`config.mk`:
```
export PLATFORM = sky130hd
export DESIGN_NAME = dtc_term_ctrl
export DESIGN_NICKNAME = d
export VERILOG_FILES = /design/src/rtl/dtc_pkg.sv /design/src/rtl/dtc_term_ctrl.sv
export VERILOG_INCLUDE_DIRS = /design/src /design/src/rtl
export SDC_FILE = /design/constraint.sdc
export NUM_CORES = 1
export LEC_CHECK = 0
export CAP_MARGIN = 20
export CORE_MARGIN = 1.5
export CORE_UTILIZATION = 45
export CTS_CLUSTER_SIZE = 30
export DETAILED_ROUTE_END_ITERATION = 10
export DONT_BUFFER_PORTS = 1
export SYNTH_ARGS = -nofsm -noshare
export SYNTH_HDL_FRONTEND = slang
export SYNTH_SLANG_ARGS = --single-unit
```
`constraint.sdc`:
```
create_clock -name pclk -period 5.7 [get_ports pclk]
set_clock_uncertainty 0.05 [all_clocks]
set_input_delay 0.855 -clock pclk [delete_from_list [all_inputs] [get_ports pclk]]
set_output_delay 0.855 -clock pclk [all_outputs]
set_load 0.05 [all_outputs]
```
`src/rtl/dtc_map.svh`:
```
// Purpose: offsets, field positions, reset values and timing counts
// Assumes: apb byte addresses, 32-bit aligned registers
// Notes: mode register copies are written by software over apb
`ifndef DTC_MAP_SVH
`define DTC_MAP_SVH
`define DTC_OFF_MODE0 12'h000
`define DTC_OFF_MODE1 12'h004
`define DTC_OFF_MODE2 12'h008
`define DTC_OFF_LAT 12'h00c
`define DTC_OFF_CTRL 12'h010
`define DTC_OFF_STAT 12'h014
`define DTC_A2 2
`define DTC_A6 6
`define DTC_A9 9
`define DTC_A10 10
`define DTC_A12 12
`define DTC_LAT_CWL_LSB 0
`define DTC_LAT_AL_LSB 8
`define DTC_CTRL_SREF 0
`define DTC_CTRL_PPD 1
`define DTC_MODE_RST 13'h0000
`define DTC_LAT_RST 5'h05
`define DTC_HIGH_SHORT 4
`define DTC_HIGH_LONG 6
`define DTC_LAT_OFS 2
`endif

```
`src/rtl/dtc_pkg.sv`:
```
// Purpose: types shared by the termination control logic
// Assumes: dtc_map.svh holds the numbers
// Notes: none
package dtc_pkg;
  typedef logic [4:0] dtc_lat_t;
  typedef logic [31:0] dtc_hist_t;
  typedef enum logic [1:0] {
    DTC_ST_OFF = 2'b00,
    DTC_ST_NOM = 2'b01,
    DTC_ST_WR = 2'b11
  } dtc_term_e;
  typedef struct packed {
    logic [12:0] mode0;
    logic [12:0] mode1;
    logic [12:0] mode2;
    dtc_lat_t write_cas_latency;
    dtc_lat_t al;
    logic sref;
    logic ppd;
  } dtc_cfg_s;
  typedef struct packed {
    logic [2:0] pin_sync;
    logic pin_q;
    dtc_hist_t pin_hist;
    dtc_hist_t wr_hist;
    dtc_hist_t bc4_hist;
    logic term_on;
    logic wr_str;
    logic [2:0] byte_term;
    logic [2:0] nom_sel;
    logic [1:0] wr_sel;
    dtc_term_e state;
    logic [31:0] prdata;
    logic pready;
    logic pslverr;
    logic viol;
    logic [2:0] high_cnt;
  } dtc_state_s;
endpackage : dtc_pkg

```
`src/rtl/dtc_term_ctrl.sv`:
```
// Purpose: termination on/off and strength control of a x16 sdram
// Assumes: pin and write strobe from the controller; apb configuration
// Notes: latency measured in pclk cycles; half-cycle points rounded up
//
// Implementation choices: the APB slave port and the register addresses.
`timescale 1ns/1ps
`include "dtc_map.svh"
module dtc_term_ctrl
  import dtc_pkg::*;
(
  // clock and reset
  input wire logic pclk,
  input wire logic presetn,
  // apb slave
  input wire logic psel,
  input wire logic penable,
  input wire logic pwrite,
  input wire logic [11:0] paddr,
  input wire logic [31:0] pwdata,
  output logic [31:0] prdata,
  output logic pready,
  output logic pslverr,
  // controller side
  input wire logic term_control_pin,
  input wire logic write_cmd,
  input wire logic write_bc4,
  input wire logic dll_locked,
  input wire logic drivers_active,
  // termination outputs
  output logic [2:0] term_lane_en,
  output logic write_strength_sel,
  output logic [2:0] nominal_termination,
  output logic [1:0] write_termination,
  output logic hold_violation
);
  // configuration copy and live state
  dtc_cfg_s cfg_reg;
  dtc_cfg_s cfg_next;
  dtc_state_s st_reg;
  dtc_state_s st_next;

  // mode decode
  logic nom_any;
  logic wr_any;
  logic term_en;
  logic dyn_en;
  logic async_mode;

  // latency arithmetic
  logic [5:0] lsum;
  dtc_lat_t wl2;
  dtc_lat_t lat;
  dtc_lat_t lat4;
  dtc_lat_t lat6;

  // bus decode
  logic apb_setup;
  logic apb_commit;
  logic apb_wr;
  logic apb_rd;
  logic wr_mode0;
  logic wr_mode1;
  logic wr_mode2;
  logic wr_lat;
  logic wr_ctrl;
  logic rd_stat;
  logic [31:0] rd_word;
  logic rd_err;

  // pin path and delay lines
  logic pin_agree;
  logic pin_level;
  logic pin_gated;
  dtc_hist_t pin_hist_next;
  dtc_hist_t wr_hist_next;
  dtc_hist_t bc4_hist_next;
  wire [31:0] tap_on;
  wire [31:0] tap_wr_win;
  logic on_ph;
  logic wr_ph;
  logic term_on_next;
  logic wr_str_next;
  wire [2:0] lane_next;

  always_comb begin
    // any nominal or write strength bit enables termination
    nom_any = cfg_reg.mode1[`DTC_A2] | cfg_reg.mode1[`DTC_A6] |
      cfg_reg.mode1[`DTC_A9];
    wr_any = cfg_reg.mode2[`DTC_A9] | cfg_reg.mode2[`DTC_A10];
    term_en = nom_any | wr_any;
    dyn_en = wr_any;

    // dll frozen in precharge power-down: no posted latency
    async_mode = cfg_reg.ppd & ~cfg_reg.mode0[`DTC_A12];

    // sum kept one bit wider so that cwl + al cannot wrap
    lsum = 6'(cfg_reg.write_cas_latency) + 6'(cfg_reg.al);
    if (lsum > 6'(`DTC_LAT_OFS)) begin
      wl2 = 5'(lsum - 6'(`DTC_LAT_OFS));
    end else begin
      wl2 = 5'h00;
    end

    // half-cycle points are rounded onto the whole edge
    if (async_mode) begin
      lat = 5'h00;
    end else begin
      lat = wl2;
    end
    // strength window ends four or six past the switch point
    lat4 = 5'(lat + 5'(`DTC_HIGH_SHORT));
    lat6 = 5'(lat + 5'(`DTC_HIGH_LONG));
  end

  // apb: pready answers the setup cycle, the access edge commits
  always_comb begin
    apb_setup = psel & ~penable;
    apb_commit = psel & penable & st_reg.pready;
    apb_wr = apb_commit & pwrite;
    apb_rd = apb_commit & ~pwrite;
    wr_mode0 = apb_wr & (paddr == `DTC_OFF_MODE0);
    wr_mode1 = apb_wr & (paddr == `DTC_OFF_MODE1);
    wr_mode2 = apb_wr & (paddr == `DTC_OFF_MODE2);
    wr_lat = apb_wr & (paddr == `DTC_OFF_LAT);
    wr_ctrl = apb_wr & (paddr == `DTC_OFF_CTRL);
    rd_stat = apb_rd & (paddr == `DTC_OFF_STAT);
  end

  // read mux; unmapped addresses answer zero with an error
  always_comb begin
    rd_word = 32'h0;
    rd_err = 1'b0;
    case (paddr)
      `DTC_OFF_MODE0: begin
        rd_word[12:0] = cfg_reg.mode0;
      end
      `DTC_OFF_MODE1: begin
        rd_word[12:0] = cfg_reg.mode1;
      end
      `DTC_OFF_MODE2: begin
        rd_word[12:0] = cfg_reg.mode2;
      end
      `DTC_OFF_LAT: begin
        rd_word[`DTC_LAT_CWL_LSB +: 5] = cfg_reg.write_cas_latency;
        rd_word[`DTC_LAT_AL_LSB +: 5] = cfg_reg.al;
      end
      `DTC_OFF_CTRL: begin
        rd_word[`DTC_CTRL_SREF] = cfg_reg.sref;
        rd_word[`DTC_CTRL_PPD] = cfg_reg.ppd;
      end
      `DTC_OFF_STAT: begin
        rd_word[0] = dyn_en;
        rd_word[1] = term_en;
        rd_word[2] = st_reg.pin_q;
        rd_word[3] = st_reg.term_on;
        rd_word[4] = st_reg.wr_str;
        rd_word[6:5] = st_reg.state;
        rd_word[7] = st_reg.viol;
        // lock is reported only; sync timing follows the mode bits
        rd_word[8] = dll_locked;
      end
      default: begin
        // a write here is dropped, a read returns zero
        rd_err = 1'b1;
      end
    endcase
  end

  // third and second stages must agree before a change counts
  always_comb begin
    pin_agree = st_reg.pin_sync[2] == st_reg.pin_sync[1];
    pin_level = pin_agree ? st_reg.pin_sync[2] : st_reg.pin_q;
    // an ignored pin never enters the delay line
    pin_gated = st_reg.pin_q & term_en & ~cfg_reg.sref;
  end

  // histories shift every edge; latency picks the tap
  always_comb begin
    pin_hist_next = {st_reg.pin_hist[30:0], pin_gated};
    // only writes that can switch strength are recorded
    wr_hist_next = {st_reg.wr_hist[30:0], write_cmd & dyn_en};
    bc4_hist_next = {st_reg.bc4_hist[30:0], write_bc4};
  end

  // per tap: on point of the pin and strength window of a write
  for (genvar g = 0; g < 32; g++) begin : g_tap
    localparam dtc_lat_t TAP = 5'(g);
    dtc_lat_t win_end;
    assign win_end = bc4_hist_next[g] ? lat4 : lat6;
    assign tap_on[g] = pin_hist_next[g] & (TAP == lat);
    assign tap_wr_win[g] = wr_hist_next[g] & (TAP >= lat) &
      (TAP < win_end);
  end

  always_comb begin
    on_ph = |tap_on;
    wr_ph = |tap_wr_win;
  end

  // drivers win: termination waits for output release
  always_comb begin
    term_on_next = on_ph & ~drivers_active;
    wr_str_next = wr_ph & dyn_en & term_en;
    if (!term_en || cfg_reg.sref) begin
      term_on_next = 1'b0;
      wr_str_next = 1'b0;
    end
  end

  // every lane follows the one control
  for (genvar l = 0; l < 3; l++) begin : g_lane
    assign lane_next[l] = term_on_next;
  end

  always_comb begin
    cfg_next = cfg_reg;
    st_next = st_reg;
    st_next.pready = 1'b0;
    st_next.pslverr = 1'b0;

    // bus answer and configuration writes
    if (apb_setup) begin
      st_next.pready = 1'b1;
      st_next.prdata = rd_word;
      st_next.pslverr = rd_err;
    end
    if (wr_mode0) begin
      cfg_next.mode0 = pwdata[12:0];
    end
    if (wr_mode1) begin
      cfg_next.mode1 = pwdata[12:0];
    end
    if (wr_mode2) begin
      cfg_next.mode2 = pwdata[12:0];
    end
    if (wr_lat) begin
      cfg_next.write_cas_latency = pwdata[`DTC_LAT_CWL_LSB +: 5];
      cfg_next.al = pwdata[`DTC_LAT_AL_LSB +: 5];
    end
    if (wr_ctrl) begin
      cfg_next.sref = pwdata[`DTC_CTRL_SREF];
      cfg_next.ppd = pwdata[`DTC_CTRL_PPD];
    end

    // reading status clears the sticky flag
    if (rd_stat) begin
      st_next.viol = 1'b0;
    end

    // pin synchroniser and delay lines
    st_next.pin_sync = {st_reg.pin_sync[1:0], term_control_pin};
    st_next.pin_q = pin_level;
    st_next.pin_hist = pin_hist_next;
    st_next.wr_hist = wr_hist_next;
    st_next.bc4_hist = bc4_hist_next;

    // termination and strength
    st_next.term_on = term_on_next;
    st_next.wr_str = wr_str_next;
    st_next.byte_term = lane_next;

    // strength codes are passed on as programmed
    st_next.nom_sel[2] = cfg_reg.mode1[`DTC_A9];
    st_next.nom_sel[1] = cfg_reg.mode1[`DTC_A6];
    st_next.nom_sel[0] = cfg_reg.mode1[`DTC_A2];
    st_next.wr_sel[1] = cfg_reg.mode2[`DTC_A10];
    st_next.wr_sel[0] = cfg_reg.mode2[`DTC_A9];
    if (!term_on_next) begin
      st_next.state = DTC_ST_OFF;
    end else if (wr_str_next) begin
      st_next.state = DTC_ST_WR;
    end else begin
      st_next.state = DTC_ST_NOM;
    end

    // minimum high time watch on the pin, sticky until status read
    if (st_reg.pin_q) begin
      // saturates: only short pulses matter
      if (st_reg.high_cnt != 3'h7) begin
        st_next.high_cnt = 3'(st_reg.high_cnt + 3'h1);
      end
    end else begin
      st_next.high_cnt = 3'h0;
    end
    // a short pulse is only flagged, the pin still acts on it
    if (st_reg.pin_q && !pin_level && term_en &&
        st_reg.high_cnt < 3'(`DTC_HIGH_SHORT - 1)) begin
      st_next.viol = 1'b1; // set wins over read clear
    end
  end

  always_ff @(posedge pclk or negedge presetn) begin
    if (!presetn) begin
      cfg_reg.mode0 <= `DTC_MODE_RST;
      cfg_reg.mode1 <= `DTC_MODE_RST;
      cfg_reg.mode2 <= `DTC_MODE_RST;
      cfg_reg.write_cas_latency <= `DTC_LAT_RST;
      cfg_reg.al <= 5'h00;
      cfg_reg.sref <= 1'b0;
      cfg_reg.ppd <= 1'b0;
      st_reg <= '0;
    end else begin
      cfg_reg <= cfg_next;
      st_reg <= st_next;
    end
  end

  // bus answer, straight from the state register
  assign prdata = st_reg.prdata;
  assign pready = st_reg.pready;
  assign pslverr = st_reg.pslverr;

  // termination control outputs
  assign term_lane_en = st_reg.byte_term;
  assign write_strength_sel = st_reg.wr_str;
  assign nominal_termination = st_reg.nom_sel;
  assign write_termination = st_reg.wr_sel;

  // status
  assign hold_violation = st_reg.viol;
endmodule : dtc_term_ctrl

```
==> parameters.txt <==
Parameter                              Value

Synth
  Mean area per synthesized cell    approximately 11 sq um
  Number of synthesized flops with an enable pin    0
  Synth area leader    sky130_fd_sc_hd__dfrtp_1
  FFs w/ async S/R, synth    100%
  FF+latch count, synth    about 170
  Cell area after synthesis    8950 sq um
  Largest cells by area after synthesis    sky130_fd_sc_hd__dfrtp_1 48%, sky130_fd_sc_hd__mux2_2 6.7%, sky130_fd_sc_hd__buf_4 3.5%, sky130_fd_sc_hd__nand2_1 3.1%, sky130_fd_sc_hd__o21ai_0 2.7%
  Sequential share of the synthesized area    48.4%
  Primary flip-flop cell chosen by synthesis mapping    sky130_fd_sc_hd__dfrtp_1
  Count of synthesis-stage warnings from yosys    0
  Portion of synthesized cell area occupied by the leading cell type    approximately 48%
  Syn Inst Count    829
  Number of distinct library cells after synthesis    between 100 and 150

STA
  Maximum clock frequency    between 150 and 200 MHz
  Actual slew at the worst max-slew pin    ~1.1 ns
  Share of the cycle needed by the critical path after routing    95.3%
  Worst max-slew margin expressed relative to the limit    between 20% and 30%
  Min Clock Period, post-route    approximately 5.4 ns
  Sum Neg Setup Slack    0 ns
  Final Hold Vio Count    0
  RSZ-0062 raised after global routing    false
  Max Slew Vio Count    0
  Setup Viol. Count Final    0

Pwr
  Switching fraction of total power    between 20% and 30%
  Portion of total power attributed to sequential cells    about half
  Clock power frac    46.9%
  Fraction of power consumed by combinational cells    about 2.6%
  Maximum vdd drop    about 180 uV
  Power density cells    about 250 nW/um^2
  Int Pwr    around 1.9 mW
  Switching power of the nets    approximately 600 uW
  Standby leakage power    4.45 nW

Clocking
  Latest clock arrival within the worst-skew pair    0.44 ns
  Inserted Clock Buffers    17
  CTS tree    yes
  Clock-pin slew on the worst setup and hold paths    approximately 0.07 ns
  H-tree Lvls    4
  CTS sink count    between 150 and 200
  Largest buffer count on any clock path    2
  CTS Root Cell    sky130_fd_sc_hd__clkbuf_16

Critical path
  Cells on worst reg2reg path    19
  Crit Reg-Reg Startpoint    cfg_reg[7]
  Crit start category    register
  Buf+Inv Stages, Crit Path    2
  Arrival time worst endpoint    ~5.7 ns
  Cell with the largest stage delay on the worst path    sky130_fd_sc_hd__or4_1
  Maximum fanout count along the critical path    7
  Crit path kind    register to register
  Top delay family on crit path    simple AND/OR/NAND/NOR gates
  Worst stage delay on the critical path    slightly below 0.6 ns
  Cell-by-cell listing of the critical path    ha_1 > fa_2 > and2_1 > a2111oi_4 > o21a_2 > a21boi_4 > inv_2 > ha_1 > nor2b_1 > nor2_1 > o21ai_0 > a21oi_1 > or2_1 > a2111oi_0 > o2111ai_1 > or4_1 > nor4_4 > buf_4 > nor4b_1
  Kind of end point of the critical path    register
  Register-to-register path setup slack    0.27 ns
  Data required, critical path    approximately 6.0 ns
  WP depth    19
  Top cell by count, worst path    sky130_fd_sc_hd__ha_1
  Reg-to-reg endpoint    st_reg[39]

GRT
  Pin count of the biggest net entering global routing    about 170
  Wire length of the first global-routing pass    41500 um
  Number of global-route vias before repair    between 6000 and 7000
  Overall global routing resource usage    between 20% and 30%
  Antenna violations before repair    1
  Grt total ovfl    0

Flow run
  Max-capacitance violation count    0

Layout
  Leading cell types in the layout, fill and taps excluded    171 x sky130_fd_sc_hd__dfrtp_1, 74 x sky130_fd_sc_hd__nand2_1, 56 x sky130_fd_sc_hd__buf_4
  Final #Nets    between 900 and 1000
  Total of fill cells in the finished design    about 1800
  Max FFs per register    51
  Signed area change from the synthesized netlist to the final layout    10.7%
  Most common cell after layout, fill and taps aside    sky130_fd_sc_hd__dfrtp_1
  Ratio of cells with drive above 1 in the final layout    21.3%
  Final design utilization    about half

Floorplanning
  Core region area    between 15000 and 20000 sq um
  Num ports    98
  Width of the die    ~140 um
  Number of rows in the core area    a little over 50
  Height of the die    144 um
  Area of the die    20700 sq um
  Starting Density    between 40 and 50%

Drt
  Remaining routing DRC violations    0
  First-pass DRT Iterations    5
  Total via count after detailed routing    a little under 7000
  Routed wirelength normalized by instance count    about 25 um
  Total routed wirelength    approximately 27000 um
  Number of vias per cell after detailed routing    ~6.2
  1st-iter DRT viols    about 750
  Count of antenna-violating nets left after detailed routing    0

Worst hold path
  Type of the most critical hold path    primary input to asynchronous set/reset pin

Placed design
  Port Buffer Count    0
  Routability congestion estimate    approximately 0.99
  Detailed placement HPWL    roughly 20000 um

Status
  Result of the run    finished, final reports clean
-- repair_timing --
item | in CTS | in global routing
hold buffers | 0 | 0
endpoints found under the setup margin | 0 | 2
setup buffers | 0 | 1
hold endpoints to repair | 0 | 0
resized for setup | 0 | 6
-- how the worst max path moves through the flow --
stage | to | startpoint
detailed placement | st_reg[39] | cfg_reg[2]
global placement | st_reg[39] | cfg_reg[2]
global route | st_reg[39] | cfg_reg[7]
finish | st_reg[39] | cfg_reg[7]
floorplan | st_reg[39] | cfg_reg[2]
CTS | st_reg[39] | cfg_reg[2]
-- metal layers --
| metal | routed length, um | GRT usage (%) | share of wire (%) | vias to the layer above |
|---|---|---|---|---|
| met5 | 13 | 0 | 0.047 | - |
| met4 | 453 | 6.93 | 1.7 | 2 |
| met3 | 2380 | 7.42 | 8.7 | 34 |
| met2 | 11800 | 38.0 | 43 | 334 |
| met1 | 12800 | 41.9 | 47 | 3510 |
| li1 | - | - | - | 3030 |
-- power groups by stage --
stage	Sequential, mW	Combinational, mW	Clock [mW]
floorplan	1.28	0.0708	0
global placement	1.29	0.0621	0
detailed placement	1.29	0.0641	0
CTS	1.26	0.0642	1.19
global route	1.27	0.0696	1.25
finish	1.26	0.0647	1.17
-- per-stage QoR --
stage	hold slack [ns]	std cells	total power [mW]	setup WS, ns	area, sq um
finish	0.0574	1116	2.50	0.267	9910
global route	0.0406	1115	2.58	0.00679	9900
CTS	0.0537	1114	2.52	0.0133	9850
detailed placement	0.286	1082	1.35	0.0515	9260
global placement	0.299	1082	1.35	0.110	9260
floorplan	0.281	847	1.35	0.678	9020
-- kinds of logic (layout without fill, tap and decap cells) --
kind of cell / count (synthesis) / after routing / share of synthesized area (%)
flip-flops: 173 / 173 / 48.4
other: 1 / 20 / 0.0419
multiplexers: 69 / 69 / 9.30
AND/OR/NAND/NOR: 225 / 225 / 13.0
buffers and inverters: 105 / 108 / 6.43
AO/OA/AOI/OAI: 226 / 226 / 18.6
adder cells (fa/ha/maj): 19 / 19 / 2.71
XOR/XNOR: 11 / 11 / 1.45
-- cell usage after synthesis, types with 8 or more instances --
cell type and n:
sky130_fd_sc_hd__a21oi_1 34, sky130_fd_sc_hd__a31oi_1 9, sky130_fd_sc_hd__nor3_1 14, sky130_fd_sc_hd__mux2i_1 10
sky130_fd_sc_hd__a22oi_1 11, sky130_fd_sc_hd__nor2b_1 10, sky130_fd_sc_hd__o21ai_0 48, sky130_fd_sc_hd__a211oi_1 12
sky130_fd_sc_hd__clkbuf_1 27, sky130_fd_sc_hd__inv_1 17, sky130_fd_sc_hd__nand3_1 19, sky130_fd_sc_hd__nor2_1 41
sky130_fd_sc_hd__nand4_1 9, sky130_fd_sc_hd__o221ai_1 8, sky130_fd_sc_hd__dfrtp_1 171, sky130_fd_sc_hd__o211ai_1 8
sky130_fd_sc_hd__buf_4 42, sky130_fd_sc_hd__nand2_1 74, sky130_fd_sc_hd__mux2_2 53, sky130_fd_sc_hd__ha_1 17
-- worst register-to-register path: cells and delay by family (launching register included) --
family	cells	cell delay, ns
fa+ha+maj	3	0.99
simple gates	7	1.77
flops	1	0.57
buf+inv	2	0.34
compound gates	7	1.58
-- final cells by class --
cell class	instances	area, sq um	share of cell area [%]
antenna	1	2.50	0.0253
tap	265	332	3.35
sequential	173	4330	43.7
multi-input combinational	569	4150	41.9
timing repair buffer	56	420	4.24
clock inverter	13	150	1.52
clock buffer	19	443	4.47
inverter	20	75.1	0.758
No activity file was read; power rests on OpenSTA's default activity.
